### config.mk
export PLATFORM = sky130hd
export DESIGN_NAME = stc_config_map
export DESIGN_NICKNAME = d
export VERILOG_FILES = /design/src/stc_pkg.sv /design/src/stc_config_map.sv
export SDC_FILE = /design/constraint.sdc
export NUM_CORES = 1
export LEC_CHECK = 0
export BUFFER_PORTS_ARGS = -buffer_cell sky130_fd_sc_hd__buf_2
export CAP_MARGIN = 30
export CORE_ASPECT_RATIO = 0.75
export CORE_MARGIN = 2
export CORE_UTILIZATION = 50
export DETAILED_ROUTE_END_ITERATION = 6
export PLACE_DENSITY = 0.88
export SKIP_LAST_GASP = 1
export SYNTH_ARGS = -nofsm -noshare
export SYNTH_HDL_FRONTEND = slang
export SYNTH_SLANG_ARGS = --single-unit
### constraint.sdc
create_clock -name clk_sys -period 5.9 [get_ports clk_sys]
set_clock_uncertainty 0.1 [all_clocks]
set_input_delay 1.18 -clock clk_sys [delete_from_list [all_inputs] [get_ports clk_sys]]
set_output_delay 1.18 -clock clk_sys [all_outputs]
set_load 0.1 [all_outputs]
### src/stc_pkg.sv
// package: register map, field layout and codes of the sensor trim configuration bank
package stc_pkg;

  // ============================================================
  // register word offsets (each register one aligned 32-bit word)
  localparam logic [7:0] OFF_OFFSET_DRIFT_A = 8'h03;
  localparam logic [7:0] OFF_OFFSET_DRIFT_B = 8'h04;
  localparam logic [7:0] OFF_SENS_DRIFT_A   = 8'h05;
  localparam logic [7:0] OFF_SENS_DRIFT_B   = 8'h06;
  localparam logic [7:0] OFF_DET_ONE_SETUP  = 8'h07;
  localparam logic [7:0] OFF_DET_TWO_SETUP  = 8'h08;
  localparam logic [7:0] OFF_DET_HYST       = 8'h09;
  localparam logic [7:0] OFF_OUT_REF_HIGH   = 8'h0a;
  localparam logic [7:0] OFF_OUT_REF_LOW    = 8'h0b;
  localparam logic [7:0] OFF_GAIN_SELECT    = 8'h0c;
  localparam logic [7:0] OFF_MEAS_SETUP     = 8'h0d;
  localparam logic [7:0] OFF_DRIFT_RANGE    = 8'h13;
  localparam logic [7:0] OFF_STATUS         = 8'h20;

  // ============================================================
  // writable bit masks of each register
  localparam logic [7:0] MASK_BIT0    = 8'h01;
  localparam logic [7:0] MASK_FULL    = 8'hff;
  localparam logic [7:0] MASK_HYST    = 8'h8f;
  localparam logic [7:0] MASK_GAIN    = 8'h1f;

  // ============================================================
  // reset value of every stored field
  localparam logic [7:0] RST_BYTE = 8'h00;

  // ============================================================
  // field positions
  localparam int DET_POL_BIT  = 7;
  localparam int DET_DIS_BIT  = 6;
  localparam int DET_DIR_BIT  = 5;
  localparam int HYST_SRC_BIT = 7;
  localparam int GAIN_G2_BIT  = 4;
  localparam int MEAS_GND_BIT = 7;
  localparam int MEAS_SWP_BIT = 6;
  localparam int MEAS_TMP_BIT = 5;
  localparam int MEAS_SF_BIT  = 0;

  // ============================================================
  // codes
  localparam logic [3:0] GAIN_CODE_MAX  = 4'hc;
  localparam logic [1:0] FILTER_OFF     = 2'h0;
  localparam logic       TEMP_EXTERNAL  = 1'b0;
  localparam logic       RATE_1KHZ      = 1'b1;

  // ============================================================
  // bus response codes and reference saturation code
  localparam logic [1:0] RESP_OKAY    = 2'h0;
  localparam logic [1:0] RESP_SLVERR  = 2'h2;
  localparam logic [7:0] REF_SAT_CODE = 8'hfa;

  // status bits
  localparam int ST_GAIN_BAD = 0;
  localparam int ST_RATE_BAD = 1;
  localparam int ST_FILT_ON  = 2;

endpackage : stc_pkg
### src/stc_config_map.sv
// sensor trim configuration bank with Avalon-MM slave and trim outputs
//
// Local design decision: the Avalon-MM register port.
`timescale 1ns/1ps
// ============================================================
// ============================================================
module stc_config_map
  import stc_pkg::*;
#(
  parameter int ADDR_W = 8
) (
  // clock and reset
  input  wire logic              clk_sys,
  input  wire logic              srst,
  // avalon-mm slave
  input  wire logic [ADDR_W-1:0] avs_address,
  input  wire logic              avs_read,
  input  wire logic              avs_write,
  input  wire logic [31:0]       avs_writedata,
  input  wire logic [3:0]        avs_byteenable,
  output logic [31:0]            avs_readdata,
  output logic                   avs_waitrequest,
  output logic [1:0]             avs_response,
  // offset and sensitivity drift trims
  output logic [8:0]             offset_drift_code,
  output logic [8:0]             sens_drift_code,
  output logic                   drift_range_bit,
  output logic                   wide_drift_range,
  output logic                   narrow_drift_range,
  // detector one
  output logic                   det_one_polarity,
  output logic                   det_one_disable,
  output logic                   det_one_enable,
  output logic                   det_one_direction,
  output logic                   det_one_thresh_source,
  output logic [4:0]             det_one_thresh_code,
  output logic [1:0]             det_one_hyst_code,
  // detector two
  output logic                   det_two_polarity,
  output logic                   det_two_disable,
  output logic                   det_two_enable,
  output logic                   det_two_direction,
  output logic [4:0]             det_two_thresh_code,
  output logic [1:0]             det_two_hyst_code,
  // output reference and gain
  output logic [8:0]             out_ref_code,
  output logic                   out_ref_saturated,
  output logic [4:0]             gain_code,
  output logic                   gain_high_second,
  // measurement mode
  output logic                   gnd_pin_enable,
  output logic                   input_swap,
  output logic                   temp_sensor_select,
  output logic [1:0]             filter_setting,
  output logic                   filter_enable,
  output logic [1:0]             supply_drive_setting,
  output logic                   sample_rate_bit,
  output logic                   config_conflict
);

  // ============================================================
  // elaboration check: the status word at 20h needs six address bits
  if (ADDR_W < 6) begin : g_addr_w_check
    $error("ADDR_W too small for register map");
  end

  typedef enum logic [2:0] {
    ST_IDLE = 3'b001,
    ST_ACK  = 3'b010,
    ST_DONE = 3'b100
  } stc_bus_t;

  // ============================================================
  // helpers
  function automatic logic [7:0] merge_byte(input logic [7:0] old_v,
                                            input logic [7:0] new_v,
                                            input logic [7:0] mask);
    merge_byte = (old_v & ~mask) | (new_v & mask);
  endfunction : merge_byte

  function automatic logic addr_is(input logic [ADDR_W-1:0] a, input logic [7:0] off);
    addr_is = (a == ADDR_W'(off));
  endfunction : addr_is

  // 9-bit trim field: sign or range bit sits in bit0 of the high byte
  function automatic logic [8:0] join9(input logic [7:0] hi, input logic [7:0] lo);
    join9 = {hi[0], lo};
  endfunction : join9

  // ============================================================
  // storage
  logic [7:0] offset_a_q, offset_b_q, sens_a_q, sens_b_q;
  logic [7:0] det1_q, det2_q, hyst_q, ref_hi_q, ref_lo_q;
  logic [7:0] gain_q, meas_q, range_q;
  stc_bus_t   bus_q;
  logic [31:0] rdata_d;
  logic        hit_d;
  logic        wr_go;
  logic [7:0]  wb;
  logic [7:0]  status_d;

  assign wr_go = (bus_q == ST_IDLE) && avs_write && avs_byteenable[0];
  assign wb    = avs_writedata[7:0];

  // ============================================================
  // bus handshake
  // bus state: answer one cycle after request, waitrequest high while idle;
  // a request still held in the two busy states is not taken again
  always_ff @(posedge clk_sys) begin
    if (srst) begin
      bus_q <= ST_IDLE;
    end else begin
      case (bus_q)
        ST_IDLE: begin
          if (avs_read || avs_write) begin
            bus_q <= ST_ACK;
          end
        end
        ST_ACK:  bus_q <= ST_DONE;
        ST_DONE: bus_q <= ST_IDLE;
        default: bus_q <= ST_IDLE;
      endcase
    end
  end

  // waitrequest drops for exactly the one acknowledge cycle
  always_ff @(posedge clk_sys) begin
    if (srst) begin
      avs_waitrequest <= 1'b1;
    end else begin
      avs_waitrequest <= !((bus_q == ST_IDLE) && (avs_read || avs_write));
    end
  end

  // ============================================================
  // register store
  // register writes; only lane 0 carries data, upper bits ignored;
  // a write with lane 0 off is acknowledged but changes nothing
  always_ff @(posedge clk_sys) begin
    if (srst) begin
      offset_a_q <= RST_BYTE;
      offset_b_q <= RST_BYTE;
      sens_a_q   <= RST_BYTE;
      sens_b_q   <= RST_BYTE;
      det1_q     <= RST_BYTE;
      det2_q     <= RST_BYTE;
      hyst_q     <= RST_BYTE;
      ref_hi_q   <= RST_BYTE;
      ref_lo_q   <= RST_BYTE;
      gain_q     <= RST_BYTE;
      meas_q     <= RST_BYTE;
      range_q    <= RST_BYTE;
    end else if (wr_go) begin
      // unassigned bits masked to zero so reads stay clean
      if (addr_is(avs_address, OFF_OFFSET_DRIFT_A)) begin
        offset_a_q <= merge_byte(offset_a_q, wb, MASK_BIT0);
      end else if (addr_is(avs_address, OFF_OFFSET_DRIFT_B)) begin
        offset_b_q <= merge_byte(offset_b_q, wb, MASK_FULL);
      end else if (addr_is(avs_address, OFF_SENS_DRIFT_A)) begin
        sens_a_q <= merge_byte(sens_a_q, wb, MASK_BIT0);
      end else if (addr_is(avs_address, OFF_SENS_DRIFT_B)) begin
        sens_b_q <= merge_byte(sens_b_q, wb, MASK_FULL);
      end else if (addr_is(avs_address, OFF_DET_ONE_SETUP)) begin
        det1_q <= merge_byte(det1_q, wb, MASK_FULL);
      end else if (addr_is(avs_address, OFF_DET_TWO_SETUP)) begin
        det2_q <= merge_byte(det2_q, wb, MASK_FULL);
      end else if (addr_is(avs_address, OFF_DET_HYST)) begin
        hyst_q <= merge_byte(hyst_q, wb, MASK_HYST);
      end else if (addr_is(avs_address, OFF_OUT_REF_HIGH)) begin
        ref_hi_q <= merge_byte(ref_hi_q, wb, MASK_BIT0);
      end else if (addr_is(avs_address, OFF_OUT_REF_LOW)) begin
        ref_lo_q <= merge_byte(ref_lo_q, wb, MASK_FULL);
      end else if (addr_is(avs_address, OFF_GAIN_SELECT)) begin
        gain_q <= merge_byte(gain_q, wb, MASK_GAIN);
      end else if (addr_is(avs_address, OFF_MEAS_SETUP)) begin
        meas_q <= merge_byte(meas_q, wb, MASK_FULL);
      end else if (addr_is(avs_address, OFF_DRIFT_RANGE)) begin
        range_q <= merge_byte(range_q, wb, MASK_BIT0);
      end
    end
  end

  // ============================================================
  // readback
  // status: forbidden gain code, rate/sensor clash, filter active
  always_comb begin
    status_d = 8'h00;
    status_d[ST_GAIN_BAD] = gain_q[3:0] > GAIN_CODE_MAX;
    status_d[ST_RATE_BAD] = (meas_q[MEAS_SF_BIT] == RATE_1KHZ) &&
                            (meas_q[MEAS_TMP_BIT] == TEMP_EXTERNAL);
    status_d[ST_FILT_ON]  = meas_q[4:3] != FILTER_OFF;
  end

  // read mux; unmapped addresses read zero with slave-error response
  // status at 20h is read-only, a write to it is dropped
  always_comb begin
    rdata_d = 32'h0000_0000;
    hit_d   = 1'b1;
    if (addr_is(avs_address, OFF_OFFSET_DRIFT_A)) begin
      rdata_d[7:0] = offset_a_q;
    end else if (addr_is(avs_address, OFF_OFFSET_DRIFT_B)) begin
      rdata_d[7:0] = offset_b_q;
    end else if (addr_is(avs_address, OFF_SENS_DRIFT_A)) begin
      rdata_d[7:0] = sens_a_q;
    end else if (addr_is(avs_address, OFF_SENS_DRIFT_B)) begin
      rdata_d[7:0] = sens_b_q;
    end else if (addr_is(avs_address, OFF_DET_ONE_SETUP)) begin
      rdata_d[7:0] = det1_q;
    end else if (addr_is(avs_address, OFF_DET_TWO_SETUP)) begin
      rdata_d[7:0] = det2_q;
    end else if (addr_is(avs_address, OFF_DET_HYST)) begin
      rdata_d[7:0] = hyst_q;
    end else if (addr_is(avs_address, OFF_OUT_REF_HIGH)) begin
      rdata_d[7:0] = ref_hi_q;
    end else if (addr_is(avs_address, OFF_OUT_REF_LOW)) begin
      rdata_d[7:0] = ref_lo_q;
    end else if (addr_is(avs_address, OFF_GAIN_SELECT)) begin
      rdata_d[7:0] = gain_q;
    end else if (addr_is(avs_address, OFF_MEAS_SETUP)) begin
      rdata_d[7:0] = meas_q;
    end else if (addr_is(avs_address, OFF_DRIFT_RANGE)) begin
      rdata_d[7:0] = range_q;
    end else if (addr_is(avs_address, OFF_STATUS)) begin
      rdata_d[7:0] = status_d;
    end else begin
      hit_d = 1'b0;
    end
  end

  // read data and response registered with the acknowledge
  always_ff @(posedge clk_sys) begin
    if (srst) begin
      avs_readdata <= 32'h0000_0000;
      avs_response <= RESP_OKAY;
    end else if ((bus_q == ST_IDLE) && (avs_read || avs_write)) begin
      avs_readdata <= avs_read ? rdata_d : 32'h0000_0000;
      avs_response <= hit_d ? RESP_OKAY : RESP_SLVERR;
    end
  end

  // ============================================================
  // trim outputs, one flop stage from the stored bytes;
  // values follow the store from reset onward with no command
  // a write therefore reaches the trims in the cycle after its acknowledge

  // drift trims: 9-bit codes keep the sign bit on top
  always_ff @(posedge clk_sys) begin
    if (srst) begin
      offset_drift_code  <= 9'h000;
      sens_drift_code    <= 9'h000;
      drift_range_bit    <= 1'b0;
      wide_drift_range   <= 1'b0;
      narrow_drift_range <= 1'b1;
    end else begin
      offset_drift_code  <= join9(offset_a_q, offset_b_q);
      sens_drift_code    <= join9(sens_a_q, sens_b_q);
      drift_range_bit    <= range_q[0];
      wide_drift_range   <= range_q[0];
      narrow_drift_range <= !range_q[0];
    end
  end

  // reference level and gain; the analog side does the clamping,
  // the saturation flag only reports it
  always_ff @(posedge clk_sys) begin
    if (srst) begin
      out_ref_code      <= 9'h000;
      out_ref_saturated <= 1'b0;
      gain_code         <= 5'h00;
      gain_high_second  <= 1'b1;
    end else begin
      out_ref_code      <= join9(ref_hi_q, ref_lo_q);
      out_ref_saturated <= ref_lo_q >= REF_SAT_CODE;
      gain_code         <= gain_q[4:0];
      // one flag serves both ranges: 3x or 2.352x when high
      gain_high_second  <= !gain_q[GAIN_G2_BIT];
    end
  end

  // ============================================================
  // detector one controls; disable is stored, enable is its inverse
  always_ff @(posedge clk_sys) begin
    if (srst) begin
      det_one_polarity      <= 1'b0;
      det_one_disable       <= 1'b0;
      det_one_enable        <= 1'b1;
      det_one_direction     <= 1'b0;
      det_one_thresh_source <= 1'b0;
      det_one_thresh_code   <= 5'h00;
      det_one_hyst_code     <= 2'h0;
    end else begin
      det_one_polarity      <= det1_q[DET_POL_BIT];
      det_one_disable       <= det1_q[DET_DIS_BIT];
      det_one_enable        <= !det1_q[DET_DIS_BIT];
      det_one_direction     <= det1_q[DET_DIR_BIT];
      det_one_thresh_source <= hyst_q[HYST_SRC_BIT];
      det_one_thresh_code   <= det1_q[4:0];
      det_one_hyst_code     <= hyst_q[1:0];
    end
  end

  // detector two controls; no source select, the shared pin serves detector one
  always_ff @(posedge clk_sys) begin
    if (srst) begin
      det_two_polarity    <= 1'b0;
      det_two_disable     <= 1'b0;
      det_two_enable      <= 1'b1;
      det_two_direction   <= 1'b0;
      det_two_thresh_code <= 5'h00;
      det_two_hyst_code   <= 2'h0;
    end else begin
      det_two_polarity    <= det2_q[DET_POL_BIT];
      det_two_disable     <= det2_q[DET_DIS_BIT];
      det_two_enable      <= !det2_q[DET_DIS_BIT];
      det_two_direction   <= det2_q[DET_DIR_BIT];
      det_two_thresh_code <= det2_q[4:0];
      det_two_hyst_code   <= hyst_q[3:2];
    end
  end

  // ============================================================
  // measurement mode fields, passed through as stored
  always_ff @(posedge clk_sys) begin
    if (srst) begin
      gnd_pin_enable       <= 1'b0;
      input_swap           <= 1'b0;
      temp_sensor_select   <= 1'b0;
      filter_setting       <= 2'h0;
      supply_drive_setting <= 2'h0;
      sample_rate_bit      <= 1'b0;
    end else begin
      gnd_pin_enable       <= meas_q[MEAS_GND_BIT];
      input_swap           <= meas_q[MEAS_SWP_BIT];
      temp_sensor_select   <= meas_q[MEAS_TMP_BIT];
      filter_setting       <= meas_q[4:3];
      supply_drive_setting <= meas_q[2:1];
      sample_rate_bit      <= meas_q[MEAS_SF_BIT];
    end
  end

  // derived flags; a clash is flagged, not blocked,
  // so the stored byte stays as written
  always_ff @(posedge clk_sys) begin
    if (srst) begin
      filter_enable   <= 1'b0;
      config_conflict <= 1'b0;
    end else begin
      filter_enable   <= status_d[ST_FILT_ON];
      config_conflict <= status_d[ST_RATE_BAD] | status_d[ST_GAIN_BAD];
    end
  end

endmodule : stc_config_map

# Yosys cells after proc, flatten, opt, wreduce, memory -nomap -nowiden
# Cells that the tools add are included.
[totals] reg_bits=203 latch_bits=0 ram_bits=0 romBits=0 output_inout_bits=105 mem_count=0
[op_classes] n_addsub=0 n_mul=0 div_mod_pow=0 n_lt_le_gt_ge=2 n_eq_ne=16 shifts=0 muxes=30 bitwise=19 reduce_logical=23
[op_table] cell="$mux 8" count=13
[op_table] cell="$eq 8x4->1 const B" count=6
[op_table] cell="$eq 8x3->1 const B" count=4
[op_table] cell="$or 8x1->8" count=4
[op_table] cell="$mux 1" count=13
[op_table] cell="$reduce_and 13->1" count=1
[op_table] cell="$not 1->1" count=12
[op_table] cell="$reduce_and 12->1" count=1
[op_table] cell="$reduce_and 11->1" count=1
[op_table] cell="$reduce_and 10->1" count=1
[op_table] cell="$reduce_and 9->1" count=1
[op_table] cell="$eq 8x2->1 const B" count=1
[op_table] cell="$eq 8x5->1 const B" count=1
[op_table] cell="$eq 8x6->1 const B" count=1
[op_table] cell="$ge 8x8->1 const B" count=1
[op_table] cell="$or 7x8->8" count=1
[op_table] cell="$or 8x5->8" count=1
[op_table] cell="$reduce_and 8->1" count=1
[op_table] cell="$reduce_and 7->1" count=1
[op_table] cell="$mux 3" count=2
[op_table] cell="$pmux 3 s2" count=1
[op_table] cell="$reduce_and 6->1" count=1
[op_table] cell="$logic_not 1->1" count=5
[op_table] cell="$reduce_and 5->1" count=1
[op_table] cell="other kinds (12)" count=15

# Logic depth before layout (Yosys ltp)
# Gate-level depths: netlist (run 1).
[logic_depth] word_depth=16 ltp_mapped=8 depth_no_buf=5

# Least setup slack after synthesis (run 1)
# Ideal clock, no wire load.
[synth_timing] path_kind="input -> register" start="in avs_address[5]" end="reg det2_q[0]" arrival_ps=2617 required_time_ps=5672 path_slack_ps=3055 stages=7 path_buffers=2 path_cell_list="buf_6 or4_4 buf_6 nor2_8 nand3_2 mux2i_1 nor2_1"
[synth_between] elab_chain_cells=3
[synth_rtl] item="start, declared" line_no="stc_config_map.sv:16" rtl="input wire logic [ADDR_W-1:0] avs_address,"
[synth_rtl] item="$eq 8x3->1 / $eq 8x2->1 (equally long branches)" line_no="stc_config_map.sv:82" rtl="addr_is = (a == ADDR_W'(off));"
[synth_rtl] item="$not 1->1 (no line)"
[synth_rtl] item="$reduce_and 7->1 (no line) (*)"
[synth_rtl] item="end signal, assigned" line_no="stc_config_map.sv:166" rtl="det2_q <= merge_byte(det2_q, wb, MASK_FULL);"
[synth_rtl] item="end, declared" line_no="stc_config_map.sv:93" rtl="logic [7:0] det1_q, det2_q, hyst_q, ref_hi_q, ref_lo_q;"
# Every way passes the cells marked *; elsewhere a longest branch is shown, timed or not.
# A chain may end at the register's enable or synchronous reset.

# Worst setup path after layout (run 1)
[layout_timing] start="in avs_address[0]" end="reg avs_readdata[2]"
[layout_between] elab_chain_cells=15
[layout_rtl] item="$eq 8x6->1" line_no="stc_config_map.sv:82"
[layout_rtl] item="$mux 3" line_no="stc_config_map.sv:223" rtl="end else if (addr_is(avs_address, OFF_STATUS)) begin"
[layout_rtl] item="$mux 8" line_no="stc_config_map.sv:221" rtl="end else if (addr_is(avs_address, OFF_DRIFT_RANGE)) begin"
[layout_rtl] item="$mux 8" line_no="stc_config_map.sv:219" rtl="end else if (addr_is(avs_address, OFF_MEAS_SETUP)) begin"
[layout_rtl] item="$mux 8" line_no="stc_config_map.sv:217" rtl="end else if (addr_is(avs_address, OFF_GAIN_SELECT)) begin"
[layout_rtl] item="$mux 8" line_no="stc_config_map.sv:215" rtl="end else if (addr_is(avs_address, OFF_OUT_REF_LOW)) begin"
[layout_rtl] item="$mux 8" line_no="stc_config_map.sv:213" rtl="end else if (addr_is(avs_address, OFF_OUT_REF_HIGH)) begin"
[layout_rtl] item="$mux 8" line_no="stc_config_map.sv:211" rtl="end else if (addr_is(avs_address, OFF_DET_HYST)) begin"
[layout_rtl] item="$mux 8" line_no="stc_config_map.sv:209" rtl="end else if (addr_is(avs_address, OFF_DET_TWO_SETUP)) begin"
[layout_rtl] item="$mux 8" line_no="stc_config_map.sv:207" rtl="end else if (addr_is(avs_address, OFF_DET_ONE_SETUP)) begin"
[layout_rtl] item="$mux 8" line_no="stc_config_map.sv:205" rtl="end else if (addr_is(avs_address, OFF_SENS_DRIFT_B)) begin"
[layout_rtl] item="$mux 8" line_no="stc_config_map.sv:203" rtl="end else if (addr_is(avs_address, OFF_SENS_DRIFT_A)) begin"
[layout_rtl] item="$mux 8" line_no="stc_config_map.sv:201" rtl="end else if (addr_is(avs_address, OFF_OFFSET_DRIFT_B)) begin"
[layout_rtl] item="$mux 8 (*)" line_no="stc_config_map.sv:199" rtl="if (addr_is(avs_address, OFF_OFFSET_DRIFT_A)) begin"
[layout_rtl] item="$mux 8 (*)" line_no="stc_config_map.sv:236" rtl="avs_readdata <= avs_read ? rdata_d : 32'h0000_0000;"
[layout_rtl] item="end signal, assigned" line_no="stc_config_map.sv:236"
[layout_rtl] item="end, declared" line_no="stc_config_map.sv:21" rtl="output logic [31:0] avs_readdata,"
# Marks and branches as above.

==> impl.org, run 1 <==
** Layout
- Final design instance area without fill :: 6750 um^2
- Counting the fill cells in the layout gives 944.
- Registers take 2880 um^2.
- 0 antenna diodes ended up in the layout.
- Multi-input gate area in the final layout :: 2550 um^2
- For this run, the share of the core covered by cells in the final layout is 61.0%.
- Non-filler instance count after layout :: 825
- At the end of the flow, the number of nets in the layout was 720.
- Compared with the post-synthesis result, the final layout area differs by 17.7%.
- Fraction of final layout cells sized beyond drive strength 1 :: 22.2%

** Placement
- Global placer's final weighted congestion :: 0.935
- The HPWL after detailed placement is 10200 um.
- Port bufs :: 100
- Summing all placed instances gives a cell area of 6170 um^2.
- Number of placed instances, taps included :: 793
- Post-placement worst setup slack :: 2440 ps

** Pwr
- VDD IR-drop max :: 237 uV
- Leakage dissipation :: 3.26 nW
- Power spread over the standard cell area amounts to 329 nW/um^2.
- Overall power consumption after layout is estimated at 2.22 mW.

** GRT
- Largest net degree at the start of global routing :: 74
- The via count of the first global-routing pass was 4314.
- Initial antenna violation count :: 0
- Total grt overflow :: 0
- The first global-routing pass estimated 23400 um of wire.
- GRT Overall Usage :: 24.8%

** Synthesis
- The most common cell in the synthesized netlist is dfxtp_1.
- Count of distinct cell types in the synthesized netlist :: 57
- Of all cell types, the one taking the most synthesized area is dfxtp_1.
- After synthesis, the share of flip-flops with an asynchronous set or reset is 0%.
- Count of warnings emitted by yosys :: 0
- Yosys mapped a number of flops with a built-in enable equal to 0.
- By count the netlist is led by dfxtp_1 (144), nor2b_1 (71), nor2_1 (66), mux2i_1 (60), nand2_1 (34).
- Area share of the largest cell type after synthesis :: 50.3%
- Area of the mapped netlist :: 5730 um^2
- Primary FF master, synth :: dfxtp_1
- Fraction of the yosys area taken by sequential cells :: 50.3%
- Count of mapped cells out of synthesis :: 590
- Ranked by total cell area, the synthesized netlist is headed by dfxtp_1 (50%), mux2i_1 (10%), nor2b_1 (7.7%).
- In this run the mean area of a mapped cell was 9.72 um^2.
- Synth Register Bits :: 144

** Drt
- Summing over every cut layer, the via total after detailed routing is 4533.
- Wirelength, routed :: 15000 um
- Dividing the detail-routed wire length by the instance count gives 18.2 um.
- The first detailed-routing pass took 6 iterations.
- Count of routing violations after the opening detailed-route iteration :: 347
- DRC violations left :: 0
- Post-detailed-route via-to-cell ratio :: 5.49
- In this run the remaining antenna-violating nets after routing total 0.

** STA
- Setup repair after global routing left no endpoint under its margin.
- The worst path uses 53.5% of the clock period.
- Top achievable clock speed :: 317 MHz
- Measured against its own limit, the worst slew margin works out to 36.7%.
- Setup violations remaining at the end of the flow were counted as 0.
- The count of final hold-check violations came to 0.
- Worst setup margin :: 2740 ps
- The total count of max-transition violations in the final report was 0.
- At the pin with the least slew margin, the transition time is 950 ps.
- Final hold slack :: 329 ps
- Setup TNS :: 0 ps
- Crit path time final :: 3160 ps

** Status
- Result of the run :: completed

** Critical path
- At the worst endpoint, the arrival time is 3360 ps.
- Launching element type of the critical path :: input port
- Biggest fanout along the worst timing path :: 48
- STA classifies the critical path endpoint as a register.
- At the worst endpoint, the required time is 6110 ps.
- Class of the most critical setup path :: input port to register

** CTS
- Clock-pin slew was measured on the worst setup and hold paths at 60 ps.
- CTS placed an instance of clkbuf_16 at the clock tree root.
- The clock passes through at most 2 buffers.
- At the later pin of the worst-skew pair, clock insertion delay measures 430 ps.
- Sink Count :: 144
- Count of hold-fix buffers inserted at cts :: 0
- Post-cts gate resize count :: 0
- Buffers added to address setup during post-CTS repair amount to 0.
- CTS built an H-tree with a depth of 4.
- Inserted Clock Buffers :: 17
- Clock tree from TritonCTS :: built

** Die
- Area of the die :: 12300 um^2
- Die Y-Extent :: 96.7 um
- Count of boundary I/O pins :: 153
- Number of placement rows :: 33
- For this configuration, the core starts out at a cell density of 51.8%.
- Core ar. :: 11100 um^2
- Die W :: 128 um

** Job
- MaxCap Viol Count :: 0

** Worst hold path
- The path class of the tightest hold or removal check is register to register.
## layer usage
metal	vias up	wire length [um]	GRT usage (%)
met1	2185	6760	33.5
met5	-	0	0
met2	180	6940	37.8
li1	2138	-	-
met3	30	1040	7.08
met4	0	276	9.38
## report_power, final
group | switching, mW | total, mW | internal [mW] | leakage (nW)
Sequential | 0.00277 | 0.981 | 0.978 | 1.16
Clock | 0.417 | 1.05 | 0.634 | 0.273
Combinational | 0.163 | 0.191 | 0.0278 | 1.83
Total | 0.583 | 2.22 | 1.64 | 3.26
## cell families (layout without fill, tap and decap cells)
kind of cell | count (synthesis) | count (layout) | synth area share (%)
compound gates | 80 | 80 | 9.65
buf+inv | 73 | 144 | 6.85
flops | 144 | 144 | 50.3
mux | 65 | 65 | 11.5
other cells | 1 | 25 | 0.0654
simple gates | 227 | 227 | 21.7
## final cells by class
type                    instances  area share (%)
well taps                     140            2.59
multi-input cells             397            37.7
repair buffers                104            7.90
inverters                       8           0.445
clock buffers                  20            6.62
flip-flops and latches        144            42.7
clock inverters                12            2.00
## path summary, 6_finish.rpt
check                        start                           end  cells after the start  slack [ps]
max                 avs_address[0]  avs_readdata[2]$_SDFFE_PP0P_                      7        2740
min          bus_q[0]$_SDFFE_PP1P_         bus_q[2]$_SDFFE_PP0P_                      1         330
max reg2reg  bus_q[2]$_SDFFE_PP0P_      sens_b_q[6]$_SDFFE_PP0P_                      5        3420
min reg2reg  bus_q[0]$_SDFFE_PP1P_         bus_q[2]$_SDFFE_PP0P_                      1         330
## state kept, by name (all words and copies together) (netlist names), 8 cells and up
name and flops:
sens_b_q 8, meas_q 8, det2_q 8, ref_lo_q 8
avs_readdata 8, out_ref_code 9, sens_drift_code 9, offset_drift_code 9
det1_q 8, offset_b_q 8
## cell usage in the layout, fill, tap and decap left out, types with 6 or more instances in the layout
| master | count |
|---|---|
| a21oi_1 | 19 |
| a22oi_1 | 9 |
| buf_2 | 99 |
| clkbuf_16 | 17 |
| conb_1 | 25 |
| dfxtp_1 | 144 |
| inv_1 | 8 |
| mux2i_1 | 60 |
| nand2_1 | 34 |
| nand2b_1 | 8 |
| nand3_1 | 13 |
| nor2_1 | 66 |
| nor2b_1 | 71 |
| nor3_1 | 6 |
| o21ai_0 | 10 |
| o31ai_1 | 7 |
## critical path, stage by stage
cell and delay (ps):
buf_2 710, nor2_1 300, buf_4 270, o2111a_1 140
o221ai_1 310, a221oi_1 160, a221o_1 280
Power figures use the tool's default switching activity.
==> run 2, diff against run 1 <==
--- a/config.mk
+++ b/config.mk
@@ -9,9 +9,9 @@
 export CAP_MARGIN = 30
 export CORE_ASPECT_RATIO = 0.75
 export CORE_MARGIN = 2
-export CORE_UTILIZATION = 50
+export CORE_UTILIZATION = 47
 export DETAILED_ROUTE_END_ITERATION = 6
-export PLACE_DENSITY = 0.88
+export PLACE_DENSITY = 0.87
 export SKIP_LAST_GASP = 1
 export SYNTH_ARGS = -nofsm -noshare
 export SYNTH_HDL_FRONTEND = slang
==> constraint.sdc (replaced) <==
create_clock -name clk_sys -period 2.6 [get_ports clk_sys]
set_clock_uncertainty 0.1 [all_clocks]
set_input_delay 0.52 -clock clk_sys [delete_from_list [all_inputs] [get_ports clk_sys]]
set_output_delay 0.52 -clock clk_sys [all_outputs]
set_load 0.1 [all_outputs]
==> impl.org, run 2 (synthesis results as in run 1) <==
** GRT
- Total grt overflow :: 0 (unchanged)
- Initial antenna violation count :: 0 (unchanged)
- The pin count of the biggest net entering global routing is 73 (-1.4%).
- The global-route usage over all layers came to 22.7% (-2.1 points).
- The first-pass GRT wire length came to 23000 um (-1.6%).
- The via count of the first global-routing pass was 4256 (-1.3%).

** STA
- The count of final hold-check violations was 0 (unchanged).
- The total count of max-transition violations in the final report came to 0 (unchanged).
- Worst setup margin :: 370 ps (-2370 ps)
- The worst path uses 85.8% of the clock period.
- Setup repair after global routing left no endpoint under its margin.
- For this run, the top clock speed supported by timing is 448 MHz.
- Setup TNS :: 0 ps (unchanged)
- Final hold slack :: 220 ps (-109 ps)
- The worst-case headroom to the max-slew limit was 54.3% (+18 points).
- The setup violation total in the final timing report was 0 (unchanged).
- Crit path time final :: 2230 ps
- Measured slew at the worst slew-check pin :: 686 ps (-264 ps)

** CTS
- The post-cts repair resize count came to 0 (unchanged).
- Root Buffer Master :: clkbuf_16
- The total CTS buffers was 17 (unchanged).
- The buffers inserted during post-CTS setup optimization is 0 (unchanged).
- The depth of the CTS H-tree came to 4 (unchanged).
- Count of hold-fix buffers inserted at cts :: 0 (unchanged)
- Source-to-sink clock delay at the later pin of the worst-skew pair :: 420 ps (about the same)
- The number of buffers on the longest clock path came to 2 (unchanged).
- Clock transition time at the flip-flop clock pins of the worst setup and hold paths :: 60 ps (about the same)
- The count of clock tree sinks is 144 (unchanged).
- TritonCTS built the clock tree.

** Die
- The full die area was 13100 um^2 (+6.1%).
- Effective utilization at floorplan :: 48.8% (-3.0 points)
- The x dimension of the die is 132 um (+3.0%).
- The vertical die dimension was 99.6 um (+3.0%).
- Core ar. :: 11700 um^2 (+6.1%)
- Count of boundary I/O pins :: 153 (unchanged)
- Number of placement rows :: 34 (+3.0%)

** Placement
- The post-detailed-placement half-perimeter wirelength is 10200 um (-0.92%).
- Post-placement worst setup slack :: 156 ps (-2280 ps)
- The area of placed instances came to 6310 um^2 (+2.2%).
- The routability-driven placement congestion ratio was 0.990 (+5.9%).
- The total placed cells including tap cells is 828 (+4.4%).
- Port bufs :: 100 (unchanged)

** Pwr
- The clock network power share was 48.2% (+0.9 points).
- The total power draw is 5.16 mW (+130%).
- The leakage dissipation was 3.35 nW (+2.7%).
- The combinational share of power came to 8.7% (about the same).
- The internal power contribution is 3.86 mW (+140%).
- The total power divided by cell area is 747 nW/um^2 (+130%).
- The switching share of total power was 25.3% (-0.89 points).
- VDD IR-drop max :: 469 uV (+98%)
- Sequential share of power :: 43.1% (-1.0 points)
- Switching power total :: 1.31 mW (+120%)

** Layout
- The cell area after layout came to 6920 um^2 (+2.5%).
- Fraction of final layout cells sized beyond drive strength 1 :: 23.9% (+1.7 points)
- The library cell used most frequently in the layout, excluding fill and tap cells, is dfxtp_1.
- Synth-to-Final Area Change :: 20.7%
- The library cells used most frequently in the layout, excluding fill and tap cells, are dfxtp_1 (144), buf_2 (99), nor2b_1 (71).
- Non-filler instance count after layout :: 860 (+4.2%)
- The largest registers in the layout are offset_drift_code: 9 flops, out_ref_code: 9 flops, sens_drift_code: 9 flops.
- The final net count came to 733 (+1.8%).
- Final core area utilization :: 58.9% (-2.1 points)
- The number of antenna repair diodes was 0 (unchanged).

** Critical path
- Data arrival, critical path :: 2410 ps (-950 ps)
- The worst setup path is captured at a register.
- The logic depth of the worst register-to-register path is 6 (+1).
- The top fanout value on the critical path came to 8 (-83%).
- Data required, critical path :: 2780 ps (-3330 ps)
- In this design, the largest share of critical-path delay is due to simple AND/OR/NAND/NOR gates.
- The most critical setup path has its endpoint at offset_b_q[3]$_SDFFE_PP0P_.
- Class of the most critical setup path :: register to register
- Instance count on the critical path :: 6 (-1)
- Worst R2R End :: offset_b_q[3]$_SDFFE_PP0P_
- Master of the slowest instance on the critical path :: and3_1
- Launching element type of the critical path :: register
- In this run the critical register-to-register path is launched from bus_q[0]$_SDFFE_PP1P_.
- Slowest stage delay, CP :: 510 ps (-200 ps)
- The critical path goes through nor3b_1 -> and3_1 -> buf_12 -> nand3_2 -> mux2i_1 -> nor2_1.
- Worst Path Buf+Inv :: 1 (-1)
- Flop-to-flop setup slack :: 370 ps (-3050 ps)
- Tracing the worst setup path back leads to its startpoint at bus_q[0]$_SDFFE_PP1P_.

** Drt
- Via count :: 4537 (+0.088%)
- Highest layer used for signal routing :: met4
- The routed length on met2 was 6480 um (-6.7%).
- The number of iterations in the first detailed-routing pass came to 5 (-1).
- The detailed route wirelength on metal3 was 1100 um (+5.9%).
- Count of routing violations after the opening detailed-route iteration :: 424 (+22%)
- DRC violations left :: 0 (unchanged)
- The routed wire length came to 14700 um (-2.0%).
- Met1 layer wirelength in the final routing :: 6870 um (+1.6%)
- Remaining antenna violation count :: 0 (unchanged)
- The average wire per standard cell came to 17.1 um (-5.9%).
- Post-detailed-route via-to-cell ratio :: 5.28 (-4.0%)

** Status
- The run finished with clean final reports.

** Worst hold path
- Hold WC Path Type :: input port to register

** Job
- The number of maximum-capacitance violations is 0 (unchanged).
run 2: changes by cell type in the layout (fill, tap and decap cells not counted), sizes merged:
cell | previous run | this run
buf | 104 | 117
inv | 9 | 10
clkbuf | 20 | 19
bufinv | 2 | 3
clkinvlp | 4 | 3
run 2: how the worst min path moves through the flow:
stage / start / end / slack (ps) / cells past startpoint
after detailed placement: bus_q[0]$_SDFFE_PP1P_ / bus_q[2]$_SDFFE_PP0P_ / 330 / 1
after global placement: bus_q[0]$_SDFFE_PP1P_ / bus_q[2]$_SDFFE_PP0P_ / 310 / 1
after CTS: srst / bus_q[2]$_SDFFE_PP0P_ / 210 / 2
after global routing: srst / bus_q[2]$_SDFFE_PP0P_ / 230 / 2
after floorplan: det1_q[6]$_SDFFE_PP0P_ / det_one_enable$_SDFF_PP1_ / 300 / 1
final: srst / bus_q[2]$_SDFFE_PP0P_ / 220 / 2
run 2: worst reg2reg max path: stages, from the launching register on:
cell and delay, ps:
dfxtp_1 320, nor3b_1 310, and3_1 510, buf_12 200
nand3_2 310, mux2i_1 300, nor2_1 50
run 2: power by group through the flow:
stage / clock [mW] / combinational [mW] / sequential, mW
CTS: 2.51 / 0.444 / 2.22
detailed placement: 0 / 0.442 / 2.27
finish: 2.49 / 0.450 / 2.22
floorplan: 0 / 0.332 / 2.32
global route: 2.62 / 0.468 / 2.22
global placement: 0 / 0.441 / 2.27
run 2: final cells by class:
class | count | area, um^2
timing repair buffer | 117 | 643
clock buffer | 19 | 453
tap | 162 | 203
sequential | 144 | 2880
inverter | 8 | 30.0
fill | 1044 | 4820
multi-input combinational | 397 | 2550
clock inverter | 13 | 159
run 2: metal layers:
layer / track usage (%) / vias to the layer above
met1: 31.3 / 2158
met2: 35.4 / 192
met3: 4.99 / 25
li1: - / 2162
met5: 0 / -
met4: 7.78 / 0
==> run 3, diff against run 2 <==
--- a/config.mk
+++ b/config.mk
@@ -11,7 +11,8 @@
 export CORE_MARGIN = 2
 export CORE_UTILIZATION = 47
 export DETAILED_ROUTE_END_ITERATION = 6
-export PLACE_DENSITY = 0.87
+export MAX_ROUTING_LAYER = met4
+export PLACE_DENSITY_LB_ADDON = 0.15
 export SKIP_LAST_GASP = 1
 export SYNTH_ARGS = -nofsm -noshare
 export SYNTH_HDL_FRONTEND = slang
==> impl.org, run 3 (synthesis results as in run 1) <==
** Status
- The flow ran to the end, and the final reports show no timing, DRC or antenna violations.

** Drt
- Via count :: 4516 (-0.46%)
- The number of iterations in the first detailed-routing pass was 5 (unchanged).
- The met1 routed wirelength after detailed routing is 6980 um (+1.6%).
- The detailed route wirelength on metal3 came to 997 um (-9.0%).
- The final routed DRC violation total is 0 (unchanged).
- The via density per instance is 5.25 (-0.58%).
- After detailed routing, no signal wire sits above met4.
- The routed length on met2 is 6840 um (+5.6%).
- The routed wire length was 15000 um (+2.1%).
- Remaining antenna violation count :: 0 (unchanged)
- The average wire per standard cell is 17.4 um (+2.0%).
- Count of routing violations after the opening detailed-route iteration :: 335 (-21%)

** Placement
- The routability-driven placement congestion ratio came to 0.877 (-11%).
- The area of placed instances was 6340 um^2 (+0.52%).
- Post-detailed-placement half-perimeter wirelength :: 10800 um (+6.0%)
- The number of port buffers came to 100 (unchanged).
- The total placed cells including tap cells came to 829 (+0.12%).
- The worst setup timing slack at the placement stage was 172 ps (+15.6 ps).

** CTS
- Root Buffer Master :: clkbuf_16
- Inserted Clock Buffers :: 17 (unchanged)
- The number of hold-repair buffers added at the cts stage came to 0 (unchanged).
- The post-cts repair resize count is 0 (unchanged).
- H-tree Lvls :: 4 (unchanged)
- Source-to-sink clock delay at the later pin of the worst-skew pair :: 410 ps (about the same)
- The clock transition at the register clock pins on the worst setup and hold paths after CTS came to 60 ps (about the same).
- Sink Count :: 144 (unchanged)
- Maximum clock path buffer count :: 2 (unchanged)
- The buffers inserted during post-CTS setup optimization came to 0 (unchanged).
- TritonCTS built the clock tree.

** STA
- The slew at the pin closest to its max-slew limit was 559 ps (-127 ps).
- Crit path time final :: 2090 ps (-140 ps)
- Final hold slack :: 331 ps (+111 ps)
- The setup violation total in the final timing report came to 0 (unchanged).
- The ratio of final minimum period to clock period was 80.4% (-5.4 points).
- Unrepaired setup endpoints after global routing :: no
- The worst-case headroom to the max-slew limit is 61.7% (+7.5 points).
- Setup TNS :: 0 ps (unchanged)
- Top achievable clock speed :: 478 MHz (+6.7%)
- Final-report hold violation count :: 0 (unchanged)
- The minimum setup slack in the final design is 510 ps (+140 ps).
- Total count of max-transition violations in the final report :: 0 (unchanged)

** GRT
- Largest net degree at the start of global routing :: 129 (+77%)
- Wire length of the first global-routing pass :: 23600 um (+2.5%)
- The residual overflow from global routing came to 0 (unchanged).
- The number of antenna violations at the first check in global routing came to 1 (+1).
- The via count of the first global-routing pass is 4266 (+0.23%).
- GRT Overall Usage :: 24.3% (+1.6 points)

** Layout
- Most frequent cells in the layout :: dfxtp_1 (144), buf_2 (99), nor2b_1 (71)
- Final design instance area without fill :: 6930 um^2 (+0.16%)
- The number of antenna repair diodes was 0 (unchanged).
- The utilization after layout came to 59.0% (+0.096 points).
- Non-filler instance count after layout :: 861 (+0.12%)
- The filler cell count came to 1078 (+3.3%).
- Relative to the synthesized area, the layout overhead comes to 20.9%.
- Most common cell after layout, fill and taps aside :: dfxtp_1
- The final net count was 734 (+0.14%).
- The proportion of layout cells with a drive suffix above 1 was 23.9% (-0.034 points).
- Largest registers :: offset_drift_code: 9 flops, out_ref_code: 9 flops, sens_drift_code: 9 flops

** Critical path
- The worst setup path is captured at a register.
- The worst setup path is launched from a register.
- Biggest fanout along the worst timing path :: 6 (-2)
- Data arrival, critical path :: 2330 ps (-80 ps)
- Data required, critical path :: 2840 ps (+60 ps)
- Class of the most critical setup path :: register to register
- Flop-to-flop setup slack :: 510 ps (+140 ps)

** Die
- Core ar. :: 11700 um^2 (unchanged)
- The full die area is 13100 um^2 (unchanged).
- The x dimension of the die came to 132 um (unchanged).
- Count of boundary I/O pins :: 153 (unchanged)
- Die Y-Extent :: 99.6 um (unchanged)
- Number of placement rows :: 34 (unchanged)
- Effective utilization at floorplan :: 48.8% (unchanged)

** Pwr
- PnR Total Power :: 5.07 mW (-1.8%)
- The leakage dissipation was 3.35 nW (+0.12%).
- VDD IR-drop max :: 401 uV (-14%)
- Cell Pwr Density :: 732 nW/um^2 (-1.9%)

** Job
- MaxCap Viol Count :: 0 (unchanged)

** Worst hold path
- The worst hold path belongs to the class register to register.
==> run 3: cell types whose count changed in the layout (fill, tap and decap cells not counted) <==
cell / change
clkinv_2: -1
clkinvlp_4: -1
clkbuf_1: +1
buf_12: +2
buf_4: -1
bufinv_16: -1
clkinv_4: +2
==> run 3: per-layer routing <==
metal / vias to the layer above / track usage [%]
met5: - / -
met4: 0 / 6.86
met3: 16 / 6.01
met2: 164 / 36.8
met1: 2173 / 32.6
li1: 2163 / -
==> run 3: report_power, final <==
| group | switching (mW) | leakage [nW] | internal (mW) |
|---|---|---|---|
| registers | 0.00577 | 1.16 | 2.22 |
| clock network | 0.923 | 0.287 | 1.47 |
| logic | 0.377 | 1.91 | 0.0806 |
| total | 1.31 | 3.35 | 3.77 |
==> run 3: area by class of cell <==
cell class / count / area, um^2 / share of cell area (%)
Clock buffer: 20 / 457 / 6.59
Multi-Input combinational cell: 397 / 2550 / 36.8
Timing Repair Buffer: 118 / 676 / 9.75
Inverter: 8 / 30.0 / 0.433
Tap cell: 162 / 203 / 2.93
Clock inverter: 12 / 134 / 1.93
Sequential cell: 144 / 2880 / 41.6
==> run 3: path summary, 6_finish.rpt <==
path | from | endpoint | cells past startpoint
setup / recovery | bus_q[0]$_SDFFE_PP1P_ | avs_readdata[1]$_SDFFE_PP0P_ | 6
hold / removal | bus_q[0]$_SDFFE_PP1P_ | bus_q[2]$_SDFFE_PP0P_ | 1
setup reg to reg | bus_q[0]$_SDFFE_PP1P_ | avs_readdata[1]$_SDFFE_PP0P_ | 6
hold reg to reg | bus_q[0]$_SDFFE_PP1P_ | bus_q[2]$_SDFFE_PP0P_ | 1
==> run 3: critical path, stage by stage, from the launching register on <==
cell      delay [ps]
dfxtp_1          320
nor3b_1          330
nand3b_1         330
a21o_1           280
buf_4            170
or3_1            370
o21ai_1          110
